<file path="config.mk">
export PLATFORM = sky130hd
export DESIGN_NAME = pmr_mgmt_regs
export DESIGN_NICKNAME = d
export VERILOG_FILES = /design/src/logic/pmr_pkg.sv /design/src/logic/pmr_diag_if.sv /design/src/logic/pmr_diag_unit.sv /design/src/logic/pmr_mgmt_regs.sv
export SDC_FILE = /design/constraint.sdc
export NUM_CORES = 1
export LEC_CHECK = 0
export ABC_CLOCK_PERIOD_IN_PS = 2200
export BUFFER_PORTS_ARGS = -buffer_cell sky130_fd_sc_hd__clkbuf_2
export CORE_ASPECT_RATIO = 1.1
export CORE_MARGIN = 2
export CORE_UTILIZATION = 30
export DETAILED_ROUTE_END_ITERATION = 8
export PLACE_DENSITY_LB_ADDON = 0.25
export SLEW_MARGIN = 15
export SYNTH_ARGS = -nofsm -noshare
export SYNTH_HDL_FRONTEND = slang
export SYNTH_SLANG_ARGS = --single-unit
</file>
<file path="constraint.sdc">
create_clock -name core_clk -period 2.2 [get_ports core_clk]
set_input_delay 0.22 -clock core_clk [delete_from_list [all_inputs] [get_ports core_clk]]
set_output_delay 0.22 -clock core_clk [all_outputs]
set_load 0.05 [all_outputs]
</file>
<file path="src/logic/pmr_pkg.sv">
/*
 * Shared constants and types of the PHY management register bank:
 * register indices, field positions, reset values, bus answers and state.
 * Assumes a 32-bit AXI4-Lite bus with 8 address bits; byte address = 4 x index.
 */
package pmr_pkg;
    localparam int ADDR_W = 8;
    localparam int DATA_W = 32;
    localparam int REG_W = 16;

    // register indices; byte address is four times the index
    localparam logic [5:0] IDX_P1_CTRL = 6'h02;
    localparam logic [5:0] IDX_DIAG = 6'h04;
    localparam logic [5:0] IDX_ID_HIGH = 6'h06;
    localparam logic [5:0] IDX_ADV = 6'h08;
    localparam logic [5:0] IDX_PARTNER = 6'h0A;
    localparam logic [5:0] IDX_DIAG_ALIAS = 6'h10;
    localparam logic [5:0] IDX_INT_STATUS = 6'h20;
    localparam logic [5:0] IDX_INT_MASK = 6'h21;

    // arbitrary value, not a real vendor code
    localparam logic [15:0] PHY_ID_HIGH = 16'h5A5A;

    localparam logic [1:0] RESP_OKAY = 2'h0;
    localparam logic [1:0] RESP_SLVERR = 2'h2;

    localparam int ADV_PAUSE_BIT = 10;
    localparam int ABIL_HI = 8;
    localparam int ABIL_LO = 5;
    localparam logic [4:0] SELECTOR_8023 = 5'h01;
    localparam logic [4:0] PARTNER_LOW_RSV = 5'h01;

    localparam int P1_POL_BIT = 5;
    localparam int P1_XOVER_BIT = 4;
    localparam int P1_FLNK_BIT = 3;
    localparam int P1_PWR_BIT = 2;
    localparam int P1_LOOP_BIT = 1;

    localparam int DIAG_START_BIT = 15;
    localparam int DIAG_RES_LO = 13;
    localparam int DIAG_SHORT_BIT = 12;
    localparam int ALIAS_SHORT_BIT = 15;
    localparam int ALIAS_RES_LO = 13;
    localparam int ALIAS_START_BIT = 12;
    localparam int CNT_W = 9;

    localparam int INT_W = 3;
    localparam int INT_DIAG_BIT = 0;
    localparam int INT_POL_BIT = 1;
    localparam int INT_PARTNER_BIT = 2;

    localparam logic ADV_PAUSE_RST = 1'b1;
    localparam logic [3:0] ADV_ABIL_RST = 4'hF;
    localparam logic FLNK_RST = 1'b0;
    localparam logic PWR_DIS_RST = 1'b1;
    localparam logic LOOP_RST = 1'b0;

    typedef enum logic {DIAG_IDLE = 1'b0, DIAG_RUN = 1'b1} pmr_diag_state_t;

    typedef struct packed {
        pmr_diag_state_t state;
        logic [1:0] result;
        logic shortNear;
        logic [CNT_W-1:0] faultCount;
        logic tdrStart;
        logic doneEvt;
    } pmr_diag_st_t;

    typedef struct packed {
        logic awready;
        logic awGot;
        logic [5:0] awIdx;
        logic wready;
        logic wGot;
        logic [REG_W-1:0] wData;
        logic [1:0] wStrb;
        logic bvalid;
        logic [1:0] bresp;
        logic arready;
        logic rvalid;
        logic [DATA_W-1:0] rdata;
        logic [1:0] rresp;
        logic advPause;
        logic [3:0] advAbility;
        logic forceLink;
        logic powerSaveDis;
        logic nearLoopback;
        logic [INT_W-1:0] intStatus;
        logic [INT_W-1:0] intMask;
        logic irq;
        logic polPrev;
        logic [4:0] partnerPrev;
    } pmr_regs_st_t;
endpackage : pmr_pkg
</file>
<file path="src/logic/pmr_diag_if.sv">
/*
 * Link between the register bank and the cable diagnostic sequencer.
 * Assumes both ends run on the same core clock.
 */
`timescale 1ns/1ps
interface pmr_diag_if;
    import pmr_pkg::*;
    logic startReq;
    logic busy;
    logic [1:0] result;
    logic shortNear;
    logic [CNT_W-1:0] faultCount;
    logic doneEvt;
    logic tdrStart;
    modport ctl (output startReq, input busy, result, shortNear, faultCount, doneEvt, tdrStart);
    modport unit (input startReq, output busy, result, shortNear, faultCount, doneEvt, tdrStart);
endinterface : pmr_diag_if

</file>
<file path="src/logic/pmr_diag_unit.sv">
/*
 * Cable diagnostic sequencer: starts the measurement, keeps the start bit up
 * while it runs and latches the outcome when the measurement reports done.
 * Assumes tdrDone is a one-cycle pulse synchronous to core_clk.
 */
`timescale 1ns/1ps
module pmr_diag_unit
    import pmr_pkg::*;
(
    input wire logic core_clk,
    input wire logic rst_b,
    pmr_diag_if.unit dif,
    input wire logic tdrDone,
    input wire logic [1:0] tdrResult,
    input wire logic tdrShort,
    input wire logic [CNT_W-1:0] tdrCount
);
    localparam pmr_diag_st_t ST_RST = '{state: DIAG_IDLE, result: 2'h0, shortNear: 1'b0,
        faultCount: 9'h000, tdrStart: 1'b0, doneEvt: 1'b0};

    pmr_diag_st_t st_ff;
    pmr_diag_st_t nxt_st;

    always_comb begin
        nxt_st = st_ff;
        nxt_st.tdrStart = 1'b0;
        nxt_st.doneEvt = 1'b0;
        case (st_ff.state)
            DIAG_IDLE: begin
                if (dif.startReq) begin
                    nxt_st.state = DIAG_RUN;
                    nxt_st.tdrStart = 1'b1;
                end
            end
            DIAG_RUN: begin
                if (tdrDone) begin
                    // results land on the same edge that drops busy
                    nxt_st.state = DIAG_IDLE;
                    nxt_st.result = tdrResult;
                    nxt_st.shortNear = tdrShort;
                    nxt_st.faultCount = tdrCount;
                    nxt_st.doneEvt = 1'b1;
                end
            end
            default: nxt_st = ST_RST;
        endcase
    end

    always_ff @(posedge core_clk) begin
        if (!rst_b) begin
            st_ff <= ST_RST;
        end else begin
            st_ff <= nxt_st;
        end
    end

    assign dif.busy = (st_ff.state == DIAG_RUN);
    assign dif.result = st_ff.result;
    assign dif.shortNear = st_ff.shortNear;
    assign dif.faultCount = st_ff.faultCount;
    assign dif.doneEvt = st_ff.doneEvt;
    assign dif.tdrStart = st_ff.tdrStart;
endmodule : pmr_diag_unit

</file>
<file path="src/logic/pmr_mgmt_regs.sv">
/*
 * PHY management register bank on an AXI4-Lite slave: port 2 identifier,
 * advertisement and partner ability, port 1 special control/status, port 2
 * cable diagnostic with its alias, and an interrupt status/mask pair.
 * Assumes PHY status inputs are synchronous to core_clk.
 */
`timescale 1ns/1ps
module pmr_mgmt_regs
    import pmr_pkg::*;
(
    input wire logic core_clk,
    input wire logic rst_b,
    input wire logic [ADDR_W-1:0] s_axi_awaddr,
    input wire logic [2:0] s_axi_awprot,
    input wire logic s_axi_awvalid,
    output logic s_axi_awready,
    input wire logic [DATA_W-1:0] s_axi_wdata,
    input wire logic [3:0] s_axi_wstrb,
    input wire logic s_axi_wvalid,
    output logic s_axi_wready,
    output logic [1:0] s_axi_bresp,
    output logic s_axi_bvalid,
    input wire logic s_axi_bready,
    input wire logic [ADDR_W-1:0] s_axi_araddr,
    input wire logic [2:0] s_axi_arprot,
    input wire logic s_axi_arvalid,
    output logic s_axi_arready,
    output logic [DATA_W-1:0] s_axi_rdata,
    output logic [1:0] s_axi_rresp,
    output logic s_axi_rvalid,
    input wire logic s_axi_rready,
    input wire logic polarityReversed,
    input wire logic crossoverState,
    input wire logic partnerPause,
    input wire logic [3:0] partnerAbility,
    input wire logic tdrDone,
    input wire logic [1:0] tdrResult,
    input wire logic tdrShort,
    input wire logic [CNT_W-1:0] tdrCount,
    output logic advPause,
    output logic [3:0] advAbility,
    output logic forceLink,
    output logic powerSaveDis,
    output logic nearLoopback,
    output logic tdrStart,
    output logic irq
);
    localparam pmr_regs_st_t ST_RST = '{
        awready: 1'b1, awGot: 1'b0, awIdx: 6'h00,
        wready: 1'b1, wGot: 1'b0, wData: 16'h0000, wStrb: 2'h0,
        bvalid: 1'b0, bresp: RESP_OKAY,
        arready: 1'b1, rvalid: 1'b0, rdata: 32'h0000_0000, rresp: RESP_OKAY,
        advPause: ADV_PAUSE_RST, advAbility: ADV_ABIL_RST,
        forceLink: FLNK_RST, powerSaveDis: PWR_DIS_RST, nearLoopback: LOOP_RST,
        intStatus: 3'h0, intMask: 3'h0, irq: 1'b0,
        polPrev: 1'b0, partnerPrev: 5'h00
    };

    pmr_regs_st_t st_ff;
    pmr_regs_st_t nxt_st;
    pmr_diag_if dif ();

    logic [REG_W-1:0] advImg;
    logic [REG_W-1:0] partnerImg;
    logic [REG_W-1:0] p1Img;
    logic [REG_W-1:0] diagImg;
    logic [REG_W-1:0] aliasImg;
    logic [REG_W-1:0] intStatusImg;
    logic [REG_W-1:0] intMaskImg;
    logic [REG_W-1:0] wrMask;
    logic [REG_W-1:0] wrBits;
    logic [REG_W-1:0] rdImg;
    logic rdMapped;
    logic wrMapped;
    logic awFire;
    logic wFire;
    logic arFire;
    logic wrFire;
    logic [5:0] arIdx;
    logic [4:0] partnerNow;
    logic [INT_W-1:0] intEvents;
    logic [INT_W-1:0] intClear;
    logic [REG_W-1:0] advMerged;
    logic [REG_W-1:0] p1Merged;

    pmr_diag_unit u_diag (
        .core_clk(core_clk),
        .rst_b(rst_b),
        .dif(dif.unit),
        .tdrDone(tdrDone),
        .tdrResult(tdrResult),
        .tdrShort(tdrShort),
        .tdrCount(tdrCount)
    );

    // register images as software sees them
    always_comb begin
        advImg = 16'h0000;
        advImg[ADV_PAUSE_BIT] = st_ff.advPause;
        advImg[ABIL_HI:ABIL_LO] = st_ff.advAbility;
        advImg[4:0] = SELECTOR_8023;
        partnerImg = 16'h0000;
        partnerImg[ADV_PAUSE_BIT] = partnerPause;
        partnerImg[ABIL_HI:ABIL_LO] = partnerAbility;
        partnerImg[4:0] = PARTNER_LOW_RSV;
        p1Img = 16'h0000;
        p1Img[P1_POL_BIT] = polarityReversed;
        p1Img[P1_XOVER_BIT] = crossoverState;
        p1Img[P1_FLNK_BIT] = st_ff.forceLink;
        p1Img[P1_PWR_BIT] = st_ff.powerSaveDis;
        p1Img[P1_LOOP_BIT] = st_ff.nearLoopback;
        // both views are built from one copy of the diag state
        diagImg = 16'h0000;
        diagImg[DIAG_START_BIT] = dif.busy;
        diagImg[DIAG_RES_LO+1:DIAG_RES_LO] = dif.result;
        diagImg[DIAG_SHORT_BIT] = dif.shortNear;
        diagImg[CNT_W-1:0] = dif.faultCount;
        aliasImg = 16'h0000;
        aliasImg[ALIAS_SHORT_BIT] = dif.shortNear;
        aliasImg[ALIAS_RES_LO+1:ALIAS_RES_LO] = dif.result;
        aliasImg[ALIAS_START_BIT] = dif.busy;
        aliasImg[CNT_W-1:0] = dif.faultCount;
        intStatusImg = {13'h0000, st_ff.intStatus};
        intMaskImg = {13'h0000, st_ff.intMask};
    end

    assign awFire = s_axi_awvalid && st_ff.awready;
    assign wFire = s_axi_wvalid && st_ff.wready;
    assign arFire = s_axi_arvalid && st_ff.arready;
    assign wrFire = st_ff.awGot && st_ff.wGot && !st_ff.bvalid;
    assign arIdx = s_axi_araddr[7:2];
    assign wrMask = {{8{st_ff.wStrb[1]}}, {8{st_ff.wStrb[0]}}};
    assign wrBits = st_ff.wData & wrMask;
    assign advMerged = (advImg & ~wrMask) | wrBits;
    assign p1Merged = (p1Img & ~wrMask) | wrBits;
    assign partnerNow = {partnerPause, partnerAbility};

    // read decode
    always_comb begin
        rdMapped = 1'b1;
        case (arIdx)
            IDX_ID_HIGH: rdImg = PHY_ID_HIGH;
            IDX_ADV: rdImg = advImg;
            IDX_PARTNER: rdImg = partnerImg;
            IDX_P1_CTRL: rdImg = p1Img;
            IDX_DIAG: rdImg = diagImg;
            IDX_DIAG_ALIAS: rdImg = aliasImg;
            IDX_INT_STATUS: rdImg = intStatusImg;
            IDX_INT_MASK: rdImg = intMaskImg;
            default: begin
                rdImg = 16'h0000;
                rdMapped = 1'b0;
            end
        endcase
    end

    always_comb begin
        case (st_ff.awIdx)
            IDX_ID_HIGH, IDX_ADV, IDX_PARTNER, IDX_P1_CTRL, IDX_DIAG,
            IDX_DIAG_ALIAS, IDX_INT_STATUS, IDX_INT_MASK: wrMapped = 1'b1;
            default: wrMapped = 1'b0;
        endcase
    end

    // only the start bit of either diag view launches a test
    always_comb begin
        dif.startReq = 1'b0;
        if (wrFire && !dif.busy) begin
            if (st_ff.awIdx == IDX_DIAG) begin
                dif.startReq = wrBits[DIAG_START_BIT];
            end else if (st_ff.awIdx == IDX_DIAG_ALIAS) begin
                dif.startReq = wrBits[ALIAS_START_BIT];
            end
        end
    end

    always_comb begin
        intEvents = '0;
        intEvents[INT_DIAG_BIT] = dif.doneEvt;
        intEvents[INT_POL_BIT] = polarityReversed != st_ff.polPrev;
        intEvents[INT_PARTNER_BIT] = partnerNow != st_ff.partnerPrev;
        intClear = '0;
        if (wrFire && st_ff.awIdx == IDX_INT_STATUS) begin
            intClear = wrBits[INT_W-1:0];
        end
    end

    always_comb begin
        nxt_st = st_ff;
        nxt_st.polPrev = polarityReversed;
        nxt_st.partnerPrev = partnerNow;
        // an event in the clearing cycle survives the clear
        nxt_st.intStatus = (st_ff.intStatus & ~intClear) | intEvents;
        if (awFire) begin
            nxt_st.awGot = 1'b1;
            nxt_st.awIdx = s_axi_awaddr[7:2];
            nxt_st.awready = 1'b0;
        end
        if (wFire) begin
            nxt_st.wGot = 1'b1;
            nxt_st.wData = s_axi_wdata[REG_W-1:0];
            nxt_st.wStrb = s_axi_wstrb[1:0];
            nxt_st.wready = 1'b0;
        end
        if (wrFire) begin
            nxt_st.awGot = 1'b0;
            nxt_st.wGot = 1'b0;
            nxt_st.bvalid = 1'b1;
            nxt_st.bresp = wrMapped ? RESP_OKAY : RESP_SLVERR;
            case (st_ff.awIdx)
                IDX_ADV: begin
                    nxt_st.advPause = advMerged[ADV_PAUSE_BIT];
                    nxt_st.advAbility = advMerged[ABIL_HI:ABIL_LO];
                end
                IDX_P1_CTRL: begin
                    nxt_st.forceLink = p1Merged[P1_FLNK_BIT];
                    nxt_st.powerSaveDis = p1Merged[P1_PWR_BIT];
                    nxt_st.nearLoopback = p1Merged[P1_LOOP_BIT];
                end
                IDX_INT_MASK: begin
                    nxt_st.intMask = (st_ff.intMask & ~wrMask[INT_W-1:0])
                        | wrBits[INT_W-1:0];
                end
                default: begin
                    // read-only and reserved fields drop the write
                    nxt_st.bresp = wrMapped ? RESP_OKAY : RESP_SLVERR;
                end
            endcase
        end
        if (st_ff.bvalid && s_axi_bready) begin
            nxt_st.bvalid = 1'b0;
            nxt_st.awready = 1'b1;
            nxt_st.wready = 1'b1;
        end
        if (arFire) begin
            nxt_st.arready = 1'b0;
            nxt_st.rvalid = 1'b1;
            nxt_st.rdata = {16'h0000, rdImg};
            nxt_st.rresp = rdMapped ? RESP_OKAY : RESP_SLVERR;
        end
        if (st_ff.rvalid && s_axi_rready) begin
            nxt_st.rvalid = 1'b0;
            nxt_st.arready = 1'b1;
        end
        nxt_st.irq = |(nxt_st.intStatus & nxt_st.intMask);
    end

    always_ff @(posedge core_clk) begin
        if (!rst_b) begin
            st_ff <= ST_RST;
        end else begin
            st_ff <= nxt_st;
        end
    end

    assign s_axi_awready = st_ff.awready;
    assign s_axi_wready = st_ff.wready;
    assign s_axi_bvalid = st_ff.bvalid;
    assign s_axi_bresp = st_ff.bresp;
    assign s_axi_arready = st_ff.arready;
    assign s_axi_rvalid = st_ff.rvalid;
    assign s_axi_rdata = st_ff.rdata;
    assign s_axi_rresp = st_ff.rresp;
    assign advPause = st_ff.advPause;
    assign advAbility = st_ff.advAbility;
    assign forceLink = st_ff.forceLink;
    assign powerSaveDis = st_ff.powerSaveDis;
    assign nearLoopback = st_ff.nearLoopback;
    assign tdrStart = dif.tdrStart;
    assign irq = st_ff.irq;
endmodule : pmr_mgmt_regs

</file>
==> metrics.md, run 1 <==
| Metric | Value |
|---|---|
| Total CTS buffers | 9 |
| Final wirelength | 8690 microns |
| Die Wd | about 110 microns |
| Die height | about 120 microns |
| Worst Path Max Fanout | 7 |
| Final Setup Violations | 0 |
| Synthesized area per cell | 8.58 sq um |
| Number of DRC markers in iteration 0 | approximately 160 |
| Gate Count Post-Synth | 427 |
| Final Util | 36.2% |
| Via count of the first global-routing pass | around 2,800 |
| Cell family with most CP delay | simple AND/OR/NAND/NOR gates |
| Clock Skew | 0.00620 ns |
| Post-synth ARST share | 0% |
| Clock buffer depth | 2 |
| Final min period | approximately 2.0 ns |
| Yosys top cell area share | 43.2% |
| Post-synth EDFFs | 0 |
| Pin count of the biggest net entering global routing | 35 |
| Critical Path RT | about 2.4 ns |
| Input/output buffers | 84 |
| Rows | 42 |
| Routed vias | 2,996 |
| Syn-to-layout area delta | 18.5% |
| Initial core utilization | 30.6% |
| Clk Latency, worst-skew pair | 0.34 ns |
| Post-CTS Setup Inserts | 0 |
| GRT Overall Usage | between 10 and 15% |
| Area of the multi-input gates | 1730 sq um |
| Worst R2R Start | st_ff[85] |
| Max_slew headroom | 60.6% |
| FILL cells | 1,284 |
| Hold depth | 2 |
| Post-route ant nets | 0 |
| Setup TNS | 0 ns |
| CTS tree | done |
| Fin crit share | 88.8% |
| CP endpoint kind | register |
| Max-slew violation count | 0 |
| Final Power | 3580 uW |
| Die Area | around 13,000 sq um |
| Slack of the critical path | between 0.2 and 0.25 ns |
| DP Wirelength | 6490 microns |
| Pleak | between 0.0015 and 0.002 uW |
| Hold Path Sink | s_axi_wready |
| Top area cells in the synthesized netlist | dfxtp_1 (43%), nand2_1 (8.8%), buf_4 (8.2%), a21boi_0 (7.6%), mux2i_1 (3.6%) |
| Global route overflow | 0 |
| Unrepaired setup endpoints after global routing | false |
| FF-to-FF path depth | 5 |
| Clock Root Buffer | clkbuf_16 |
| # DRC | 0 |
| Top_reg_cell synth | dfxtp_1 |
| Sink Count | 79 |
| Yosys cell types | 50 |
| Worst vdd ir | 0.289 mV |
| Highest clock rate | 512 MHz |
| GP Congestion | 0.811 |
| Worst-Margin Slew | 0.589 ns |
| Cell taking the most area after synthesis | dfxtp_1 |
| Hold crit path type | in -> reg |
| CTS HTree Levels | 3 |
| Post-Syn Area | 3660 sq um |
| Layout cells sized above 1 | 23.9% |
| Status | completed |
| Post-synthesis sequential area ratio | 43.2% |
| Drt wl/cell | 13.5 microns |
| Dpl ws | roughly 0.16 ns |
| Core area | 12,000 sq um |
| Routed vias/inst | 4.66 |
| Final nets | between 500 and 600 |
| Synth Register Bits | 79 |
| Register area | ~1600 sq um |
| Critical register-to-register path endpoint | irq |
| Ys Warns | 0 |
| Max Cap Violations | 0 |
| Reg clk slew, reported paths | 0.06 ns |
| Ant diodes | 0 |
| Buf+Inv Stages, Crit Path | 0 |
| Startpoint class of the critical path | register |
| Worst R2R Setup Slack | 0.25 ns |
| Final instance area | between 4000 and 5000 sq um |
| Initial DRT Pass Iterations | 4 |
| Crit path DAT | between 2 and 2.5 ns |
| DP Area | 4010 sq um |
| CTS Hold Buffers Added | 0 |
| Final hold vios | 0 |
| WS Path Type | reg -> reg |
| Commonest non-fill, non-tap cell in the layout | nand2_1 |
| Cell Chain, Critical Path | or3b_1 -> or4_4 -> nand3_1 -> o21ai_1 -> a221o_1 |
| Antenna violations before repair | 0 |
| Critical path's slowest cell | or4_4 |
| Most frequent cells in the layout | nand2_1 (86), clkbuf_2 (84), dfxtp_1 (79), a21boi_0 (37), conb_1 (18) |
| Global-route wire length before repair | 14,000 microns |
| Pwr dens | between 800 and 900 nW/um^2 |
| Crit-path max cell delay | about 0.47 ns |
| HP Start | s_axi_wvalid |
| I/O pin total | 136 |
[layer usage]
| layer | up-vias | global-route usage (%) | routed length [microns] |
|---|---|---|---|
| met5 | - | 0 | 0 |
| met4 | 0 | 6.88 | 179 |
| met3 | 14 | 2.61 | 555 |
| met2 | 87 | 21.3 | 4020 |
| met1 | 1372 | 18.8 | 3940 |
| li1 | 1523 | - | - |
[cell families after synthesis]
| logic type | after synthesis | synth area share (%) |
|---|---|---|
| buffers and inverters | 69 | 11.4 |
| xor gates and xnor gates | 7 | 1.67 |
| AOI/OAI and AO/OA | 82 | 15.5 |
| other | 1 | 0.102 |
| and+or+nand+nor | 170 | 22.8 |
| muxes | 19 | 5.40 |
| DFF | 79 | 43.2 |
[where the power goes]
group	switching, uW	leakage [uW]	total [uW]	internal, uW
clock	565	0.000160	1620	1050
combinational	296	0.00103	434	138
sequential	39.3	0.000646	1530	1490
[what timing repair did]
action	in CTS	in global routing
gates resized for setup	0	1
hold endpoints to repair	0	0
endpoints found under the setup margin	0	1
[cell type report]
class	instances	area share, %
Multi-Input combinational cell	296	39.9
Tap cell	154	4.44
Inverter	4	0.346
Timing Repair Buffer	94	11.4
Sequential cell	79	36.4
Clock inverter	3	1.50
Clock buffer	13	6.00
[per-stage QoR]
step / cells / hold slack (ns)
after global routing: 643 / 0.114
after global placement: 627 / 0.431
after floorplan: 444 / 0.320
after CTS: 643 / 0.0920
after detailed placement: 627 / 0.449
final: 643 / 0.0972
[synth_stat cells (2+ instances only)]
cell / count
clkbuf_1: 22
and2_1: 13
a21oi_1: 9
a31oi_1: 5
a21o_1: 2
mux2i_1: 13
o21ai_0: 14
a221oi_1: 4
and2b_1: 2
nor2b_1: 7
nand4_1: 3
nand3_1: 15
nand2b_1: 2
mux2_2: 6
o21ai_1: 2
dfxtp_1: 79
xor2_1: 3
or3b_1: 2
nand3b_1: 3
nor4bb_1: 2
nand2_1: 86
nor3_1: 5
nor2_1: 13
inv_1: 4
nor4_1: 4
buf_4: 40
nor3b_1: 5
xnor2_1: 4
a21boi_0: 37
[how the worst max path moves through the flow]
| stage | cells past startpoint | to | slack (ns) | start |
|---|---|---|---|---|
| finish | 5 | irq | 0.25 | st_ff[85] |
| global route | 5 | irq | 0.1 | st_ff[85] |
| CTS | 5 | irq | 0.16 | st_ff[85] |
| detailed placement | 5 | irq | 0.16 | st_ff[85] |
| global placement | 5 | irq | 0.18 | st_ff[85] |
| floorplan | 6 | irq | 0.18 | s_axi_bvalid |
[worst reg2reg max path, cell delays in order (launching register included)]
cell and delay, ns:
dfxtp_1 0.43, or3b_1 0.39, or4_4 0.47, nand3_1 0.10
o21ai_1 0.09, a221o_1 0.35
Note: power is estimated with default switching activity, not from simulation.
==> run 2, diff against run 1 <==
--- a/config.mk
+++ b/config.mk
@@ -8,7 +8,9 @@
 export ABC_CLOCK_PERIOD_IN_PS = 2200
 export BUFFER_PORTS_ARGS = -buffer_cell sky130_fd_sc_hd__clkbuf_2
+export CELL_PAD_IN_SITES_DETAIL_PLACEMENT = 0
+export CELL_PAD_IN_SITES_GLOBAL_PLACEMENT = 1
 export CORE_ASPECT_RATIO = 1.1
 export CORE_MARGIN = 2
-export CORE_UTILIZATION = 30
+export CORE_UTILIZATION = 35
 export DETAILED_ROUTE_END_ITERATION = 8
 export PLACE_DENSITY_LB_ADDON = 0.25
==> constraint.sdc (replaced) <==
create_clock -name core_clk -period 2.2 [get_ports core_clk]
set_input_delay 0.11 -clock core_clk [delete_from_list [all_inputs] [get_ports core_clk]]
set_output_delay 0.11 -clock core_clk [all_outputs]
set_load 0.05 [all_outputs]
==> run 2 against run 1 <==
  * Sequential power about the same
  * Critical endpoint unchanged
  * Largest power group is now sequential cells
  * Highest routed layer unchanged
  * Non-clock buffer count rose by 10
  * Register-to-register slack worse by 0.03 ns
==> metrics.md, run 2 (same netlist as run 1, synthesis figures left out) <==
| Metric | Value |
|---|---|
| Status | completed |
| Final hold slack | 0.00976 ns |
| Final nets | 579 |
| Final Setup Violations | 0 |
| Worst R2R Start | st_ff[60] |
| Via count of the first global-routing pass | 2,888 |
| WS Path Type | reg -> reg |
| Final min period | slightly below 2 ns |
| Drt wl/cell | between 10 and 15 microns |
| Global-route wire length before repair | roughly 14,000 microns |
| Pwr dens | 770 nW/um^2 |
| Clock Root Buffer | clkbuf_16 |
| Antenna violations before repair | 0 |
| Fin crit share | 89.9% |
| Max-slew violation count | 0 |
| Most frequent cells in the layout | nand2_1 (86), clkbuf_2 (84), dfxtp_1 (79), a21boi_0 (37), conb_1 (18) |
| Input/output buffers | 84 |
| Clock buffer depth | 2 |
| Die height | 111 microns |
| Pin count of the biggest net entering global routing | 37 |
| Sink Count | 79 |
| Max_slew headroom | 51.1% |
| Clock Skew | 0.00489 ns |
| DP Wirelength | 6440 microns |
| Clk Latency, worst-skew pair | 0.34 ns |
| Critical path's slowest cell | or4_1 |
| I/O pin total | roughly 140 |
| Die Area | 11,300 sq um |
| Critical Path RT | 2.42 ns |
| FF-to-FF path depth | 5 |
| Unrepaired setup endpoints after global routing | false |
| Cell Chain, Critical Path | or3b_1 -> or4_1 -> nand3_1 -> o21ai_1 -> a221o_1 |
| Setup TNS | 0 ns |
| # DRC | 0 |
| Commonest non-fill, non-tap cell in the layout | nand2_1 |
| Total CTS buffers | 9 |
| Worst R2R Setup Slack | between 0.2 and 0.25 ns |
| CP endpoint kind | register |
| Post-CTS Setup Inserts | 0 |
| Crit-path max cell delay | 0.58 ns |
| Rows | 39 |
| Ant diodes | 0 |
| Layout cells sized above 1 | a little under a quarter |
| Max Cap Violations | 0 |
| Critical register-to-register path endpoint | irq |
| Highest clock rate | 505 MHz |
| Worst vdd ir | 0.311 mV |
| Post-route ant nets | 0 |
| Worst Path Max Fanout | 5 |
| Die Wd | a little over 100 microns |
| Crit path DAT | 2.20 ns |
| Global route overflow | 0 |
| Hold depth | 3 |
| GP Congestion | 0.760 |
| Number of DRC markers in iteration 0 | 102 |
| Final hold vios | 0 |
| Pleak | 0.00185 uW |
| Hold Path Sink | st_ff[72] |
| Final wirelength | 8780 microns |
| Reg clk slew, reported paths | ~0.060 ns |
| Initial DRT Pass Iterations | 5 |
| Syn-to-layout area delta | 19.7% |
| CTS HTree Levels | 3 |
| GRT Overall Usage | 16.1% |
| Initial core utilization | 35.6% |
| Hold crit path type | in -> reg |
| Startpoint class of the critical path | register |
| FILL cells | between 1,000 and 1,500 |
| Worst-Margin Slew | ~0.73 ns |
| Dpl ws | 0.223 ns |
| Routed vias/inst | 4.72 |
| CTS tree | done |
| Core area | around 10,000 sq um |
| Routed vias | 3,033 |
| HP Start | s_axi_wdata[10] |
| Slack of the critical path | 0.221 ns |
-- run 2: worst max path at each step --
stage,startpoint,to,slack (ns),depth (start not counted)
4_1_cts,st_ff[60],irq,0.23,5
2_1_floorplan,s_axi_bvalid,irq,0.18,6
3_5_place_dp,st_ff[60],irq,0.22,5
6_report,st_ff[60],irq,0.22,5
5_1_grt,st_ff[60],irq,0.11,5
3_3_place_gp,st_ff[81],irq,0.23,6
-- run 2: per-layer routing --
layer	vias up	wire, microns	global-route usage, %
li1	1530	-	-
met1	1409	4180	21.1
met2	85	4050	25.1
met3	9	414	4.79
met4	0	133	5.50
met5	-	0	0
-- run 2: cell type report --
type                    count  area [sq um]  share of cell area (%)
clock buffers              10           239                    5.45
clock inverters             6          46.3                    1.06
inverters                   4          15.0                   0.343
multi-input cells         296          1730                    39.4
flip-flops and latches     79          1580                    36.1
well taps                 143           179                    4.08
repair buffers            104           596                    13.6
-- run 2: worst max-delay path: cells and delay by family (launching register included) --
family	cells	cell delay, ns
AO/OA/AOI/OAI	2	0.45
AND/OR/NAND/NOR	3	1.07
flip-flops	1	0.34
-- run 2: per-stage QoR --
step / cells / area (sq um) / util, % / total power (uW)
finish: 642 / 4380 / 42.6 / 3380
global route: 642 / 4380 / 42.6 / 3520
floorplan: 444 / 3730 / - / 1910
global placement: 616 / 4000 / 38.8 / 1990
CTS: 642 / 4380 / 42.6 / 3410
detailed placement: 616 / 4000 / 38.8 / 1990
-- run 2: repair_timing --
action | 4_1_cts | 5_1_grt
hold endpoints to repair | 10 | 0
hold buffers | 10 | 0
resized for setup | 0 | 0
-- run 2: power by group --
group          switching (uW)  total [uW]  internal, uW
clock network             606        1400           798
registers                39.5        1520          1490
logic                     299         449           150
==> run 3, diff against run 2 <==
--- a/config.mk
+++ b/config.mk
@@ -8,9 +8,7 @@
 export ABC_CLOCK_PERIOD_IN_PS = 2200
 export BUFFER_PORTS_ARGS = -buffer_cell sky130_fd_sc_hd__clkbuf_2
-export CELL_PAD_IN_SITES_DETAIL_PLACEMENT = 0
-export CELL_PAD_IN_SITES_GLOBAL_PLACEMENT = 1
 export CORE_ASPECT_RATIO = 1.1
 export CORE_MARGIN = 2
-export CORE_UTILIZATION = 35
+export CORE_UTILIZATION = 49
 export DETAILED_ROUTE_END_ITERATION = 8
 export PLACE_DENSITY_LB_ADDON = 0.25
==> constraint.sdc (replaced) <==
create_clock -name core_clk -period 2.2 [get_ports core_clk]
set_input_delay 0.22 -clock core_clk [delete_from_list [all_inputs] [get_ports core_clk]]
set_output_delay 0.22 -clock core_clk [all_outputs]
set_load 0.05 [all_outputs]
==> run 3 against run 2 <==
  * Combinational power down 4%
  * Fmax down 5.2%
  * Core utilization up 14 points
  * Clock power down 19%
  * Sequential share of layout area up 2.2 points
  * Hold slack better by 0.074 ns
  * Cell count down 10%
  * Critical path depth unchanged
  * Register-to-register slack worse by 0.11 ns
  * Global-route usage up 4.1 points
  * First-iteration DRC count up 38%
  * Non-clock buffer count down 10
  * Critical endpoint unchanged
  * Largest power group unchanged
  * Highest routed layer unchanged
==> metrics.md, run 3 (same netlist as run 1, synthesis figures left out) <==
| Metric | Value |
|---|---|
| Status | completed |
| Clk Latency, worst-skew pair | 0.35 ns |
| WS Path Type | reg -> reg |
| Worst vdd ir | around 0.35 mV |
| Critical Path RT | 2.43 ns |
| Die Area | 8180 sq um |
| GR Util met2 | 30.6% |
| Clock buffer depth | 2 |
| HP Start | s_axi_wvalid |
| Hold Path Sink | s_axi_wready |
| Max_slew headroom | 48.6% |
| GP Congestion | 0.831 |
| Worst R2R Setup Slack | 0.11 ns |
| Number of DRC markers in iteration 0 | 141 |
| Final nets | ~570 |
| Post-route ant nets | 0 |
| Final Setup Violations | 0 |
| Drt wl/cell | ~14 microns |
| GRT Overall Usage | 20.2% |
| CTS HTree Levels | 3 |
| Die height | 94.7 microns |
| Critical register-to-register path endpoint | irq |
| Commonest non-fill, non-tap cell in the layout | nand2_1 |
| Setup TNS | 0 ns |
| # DRC | 0 |
| Hold crit path type | in -> reg |
| Die Wd | approximately 86 microns |
| Final Util | 56.2% |
| Post-CTS Setup Inserts | 0 |
| CP endpoint kind | register |
| Sink Count | 79 |
| Final hold vios | 0 |
| Ant diodes | 0 |
| Crit path DAT | around 2.3 ns |
| Worst Path Max Fanout | 7 |
| Gr busiest metal | met2 |
| Initial core utilization | between 40% and 50% |
| FILL cells | 716 |
| CTS tree | done |
| Pin count of the biggest net entering global routing | 35 |
| Worst R2R Start | st_ff[85] |
| FF-to-FF path depth | 5 |
| Unrepaired setup endpoints after global routing | false |
| Routed vias | 2,941 |
| I/O pin total | 136 |
| Pleak | 0.00178 uW |
| DP Wirelength | 5790 microns |
| Rows | 33 |
| Pwr dens | 750 nW/um^2 |
| Antenna violations before repair | 0 |
| Via count of the first global-routing pass | approximately 2,700 |
| Startpoint class of the critical path | register |
| Global Route met1 Usage | 28.3% |
| Syn-to-layout area delta | 12.8% |
| Total CTS buffers | 9 |
| Reg clk slew, reported paths | 0.08 ns |
| Layout cells sized above 1 | 23.5% |
| Core area | ~7300 sq um |
| Input/output buffers | 84 |
| Highest clock rate | around 480 MHz |
| Max Cap Violations | 0 |
| Hold depth | 2 |
| M3 GR Usage | 4.72% |
| PostCTS Resize Cnt | 0 |
| Clock Root Buffer | clkbuf_8 |
| CTS Hold Buffers Added | 0 |
| Routed vias/inst | 5.11 |
| Clock Skew | 0.0101 ns |
| Most frequent cells in the layout | nand2_1 (86), clkbuf_2 (84), dfxtp_1 (79), a21boi_0 (37), conb_1 (18) |
| Global route overflow | 0 |
| Max-slew violation count | 0 |
| Fin crit share | 94.8% |
| Initial DRT Pass Iterations | 4 |
| Global-route wire length before repair | approximately 13,000 microns |
| Worst-Margin Slew | about 0.77 ns |
| Final wirelength | roughly 8000 microns |
| Final min period | 2.09 ns |
==> run 3: cell types whose count changed in the layout (fill, tap and decap cells not counted) <==
cell | previous run | this run
bufinv_16 | 0 | 2
dlygate4sd3_1 | 10 | 0
clkinv_4 | 3 | 0
clkbuf_8 | 1 | 9
clkinv_2 | 1 | 2
clkinvlp_4 | 2 | 0
clkbuf_16 | 9 | 0
clkbuf_1 | 0 | 3
==> run 3: worst max path at each step <==
stage / slack [ns] / depth (start not counted) / endpoint / from
after floorplan: 0.18 / 6 / irq / s_axi_bvalid
after global placement: 0.19 / 5 / irq / st_ff[85]
after detailed placement: 0.16 / 5 / irq / st_ff[85]
after CTS: 0.14 / 5 / irq / st_ff[85]
after global routing: 0.06 / 5 / irq / st_ff[85]
final: 0.11 / 5 / irq / st_ff[85]
==> run 3: final cells by class <==
| class | count | area [sq um] | area share (%) |
|---|---|---|---|
| inverter | 4 | 15.0 | 0.363 |
| clock inverter | 4 | 70.1 | 1.70 |
| tap | 87 | 109 | 2.63 |
| timing repair buffer | 94 | 495 | 12.0 |
| multi-input combinational | 296 | 1730 | 41.8 |
| sequential | 79 | 1580 | 38.3 |
| clock buffer | 12 | 135 | 3.27 |
==> run 3: per-layer routing <==
metal / wire length [microns] / part of all wire, %
met2: 3600 / 45
met3: 392 / 4.9
met5: 0 / 0
met4: 125 / 1.6
met1: 3850 / 48
==> run 3: through the flow <==
| step | worst slack [ns] | power, uW | hold WS (ns) | instances | instance area (sq um) |
|---|---|---|---|---|---|
| after floorplan | 0.180 | 1910 | 0.320 | 444 | 3730 |
| after detailed placement | 0.157 | 1990 | 0.448 | 560 | 3930 |
| final | 0.114 | 3100 | 0.0837 | 576 | 4130 |
| after CTS | 0.139 | 3120 | 0.0801 | 576 | 4130 |
| after global routing | 0.0552 | 3240 | 0.0976 | 576 | 4130 |
| after global placement | 0.192 | 1980 | 0.431 | 560 | 3930 |
==> run 3: critical path, stage by stage, from the launching register on <==
cell and delay, ns:
dfxtp_1 0.45, or3b_1 0.39, or4_1 0.53, nand3_1 0.13, o21ai_1 0.10, a221o_1 0.37
==> run 3: power by group <==
| part | internal [uW] | switching (uW) | total, uW |
|---|---|---|---|
| Combinational | 137 | 295 | 432 |
| Clock | 637 | 506 | 1140 |
| Sequential | 1480 | 39.4 | 1520 |
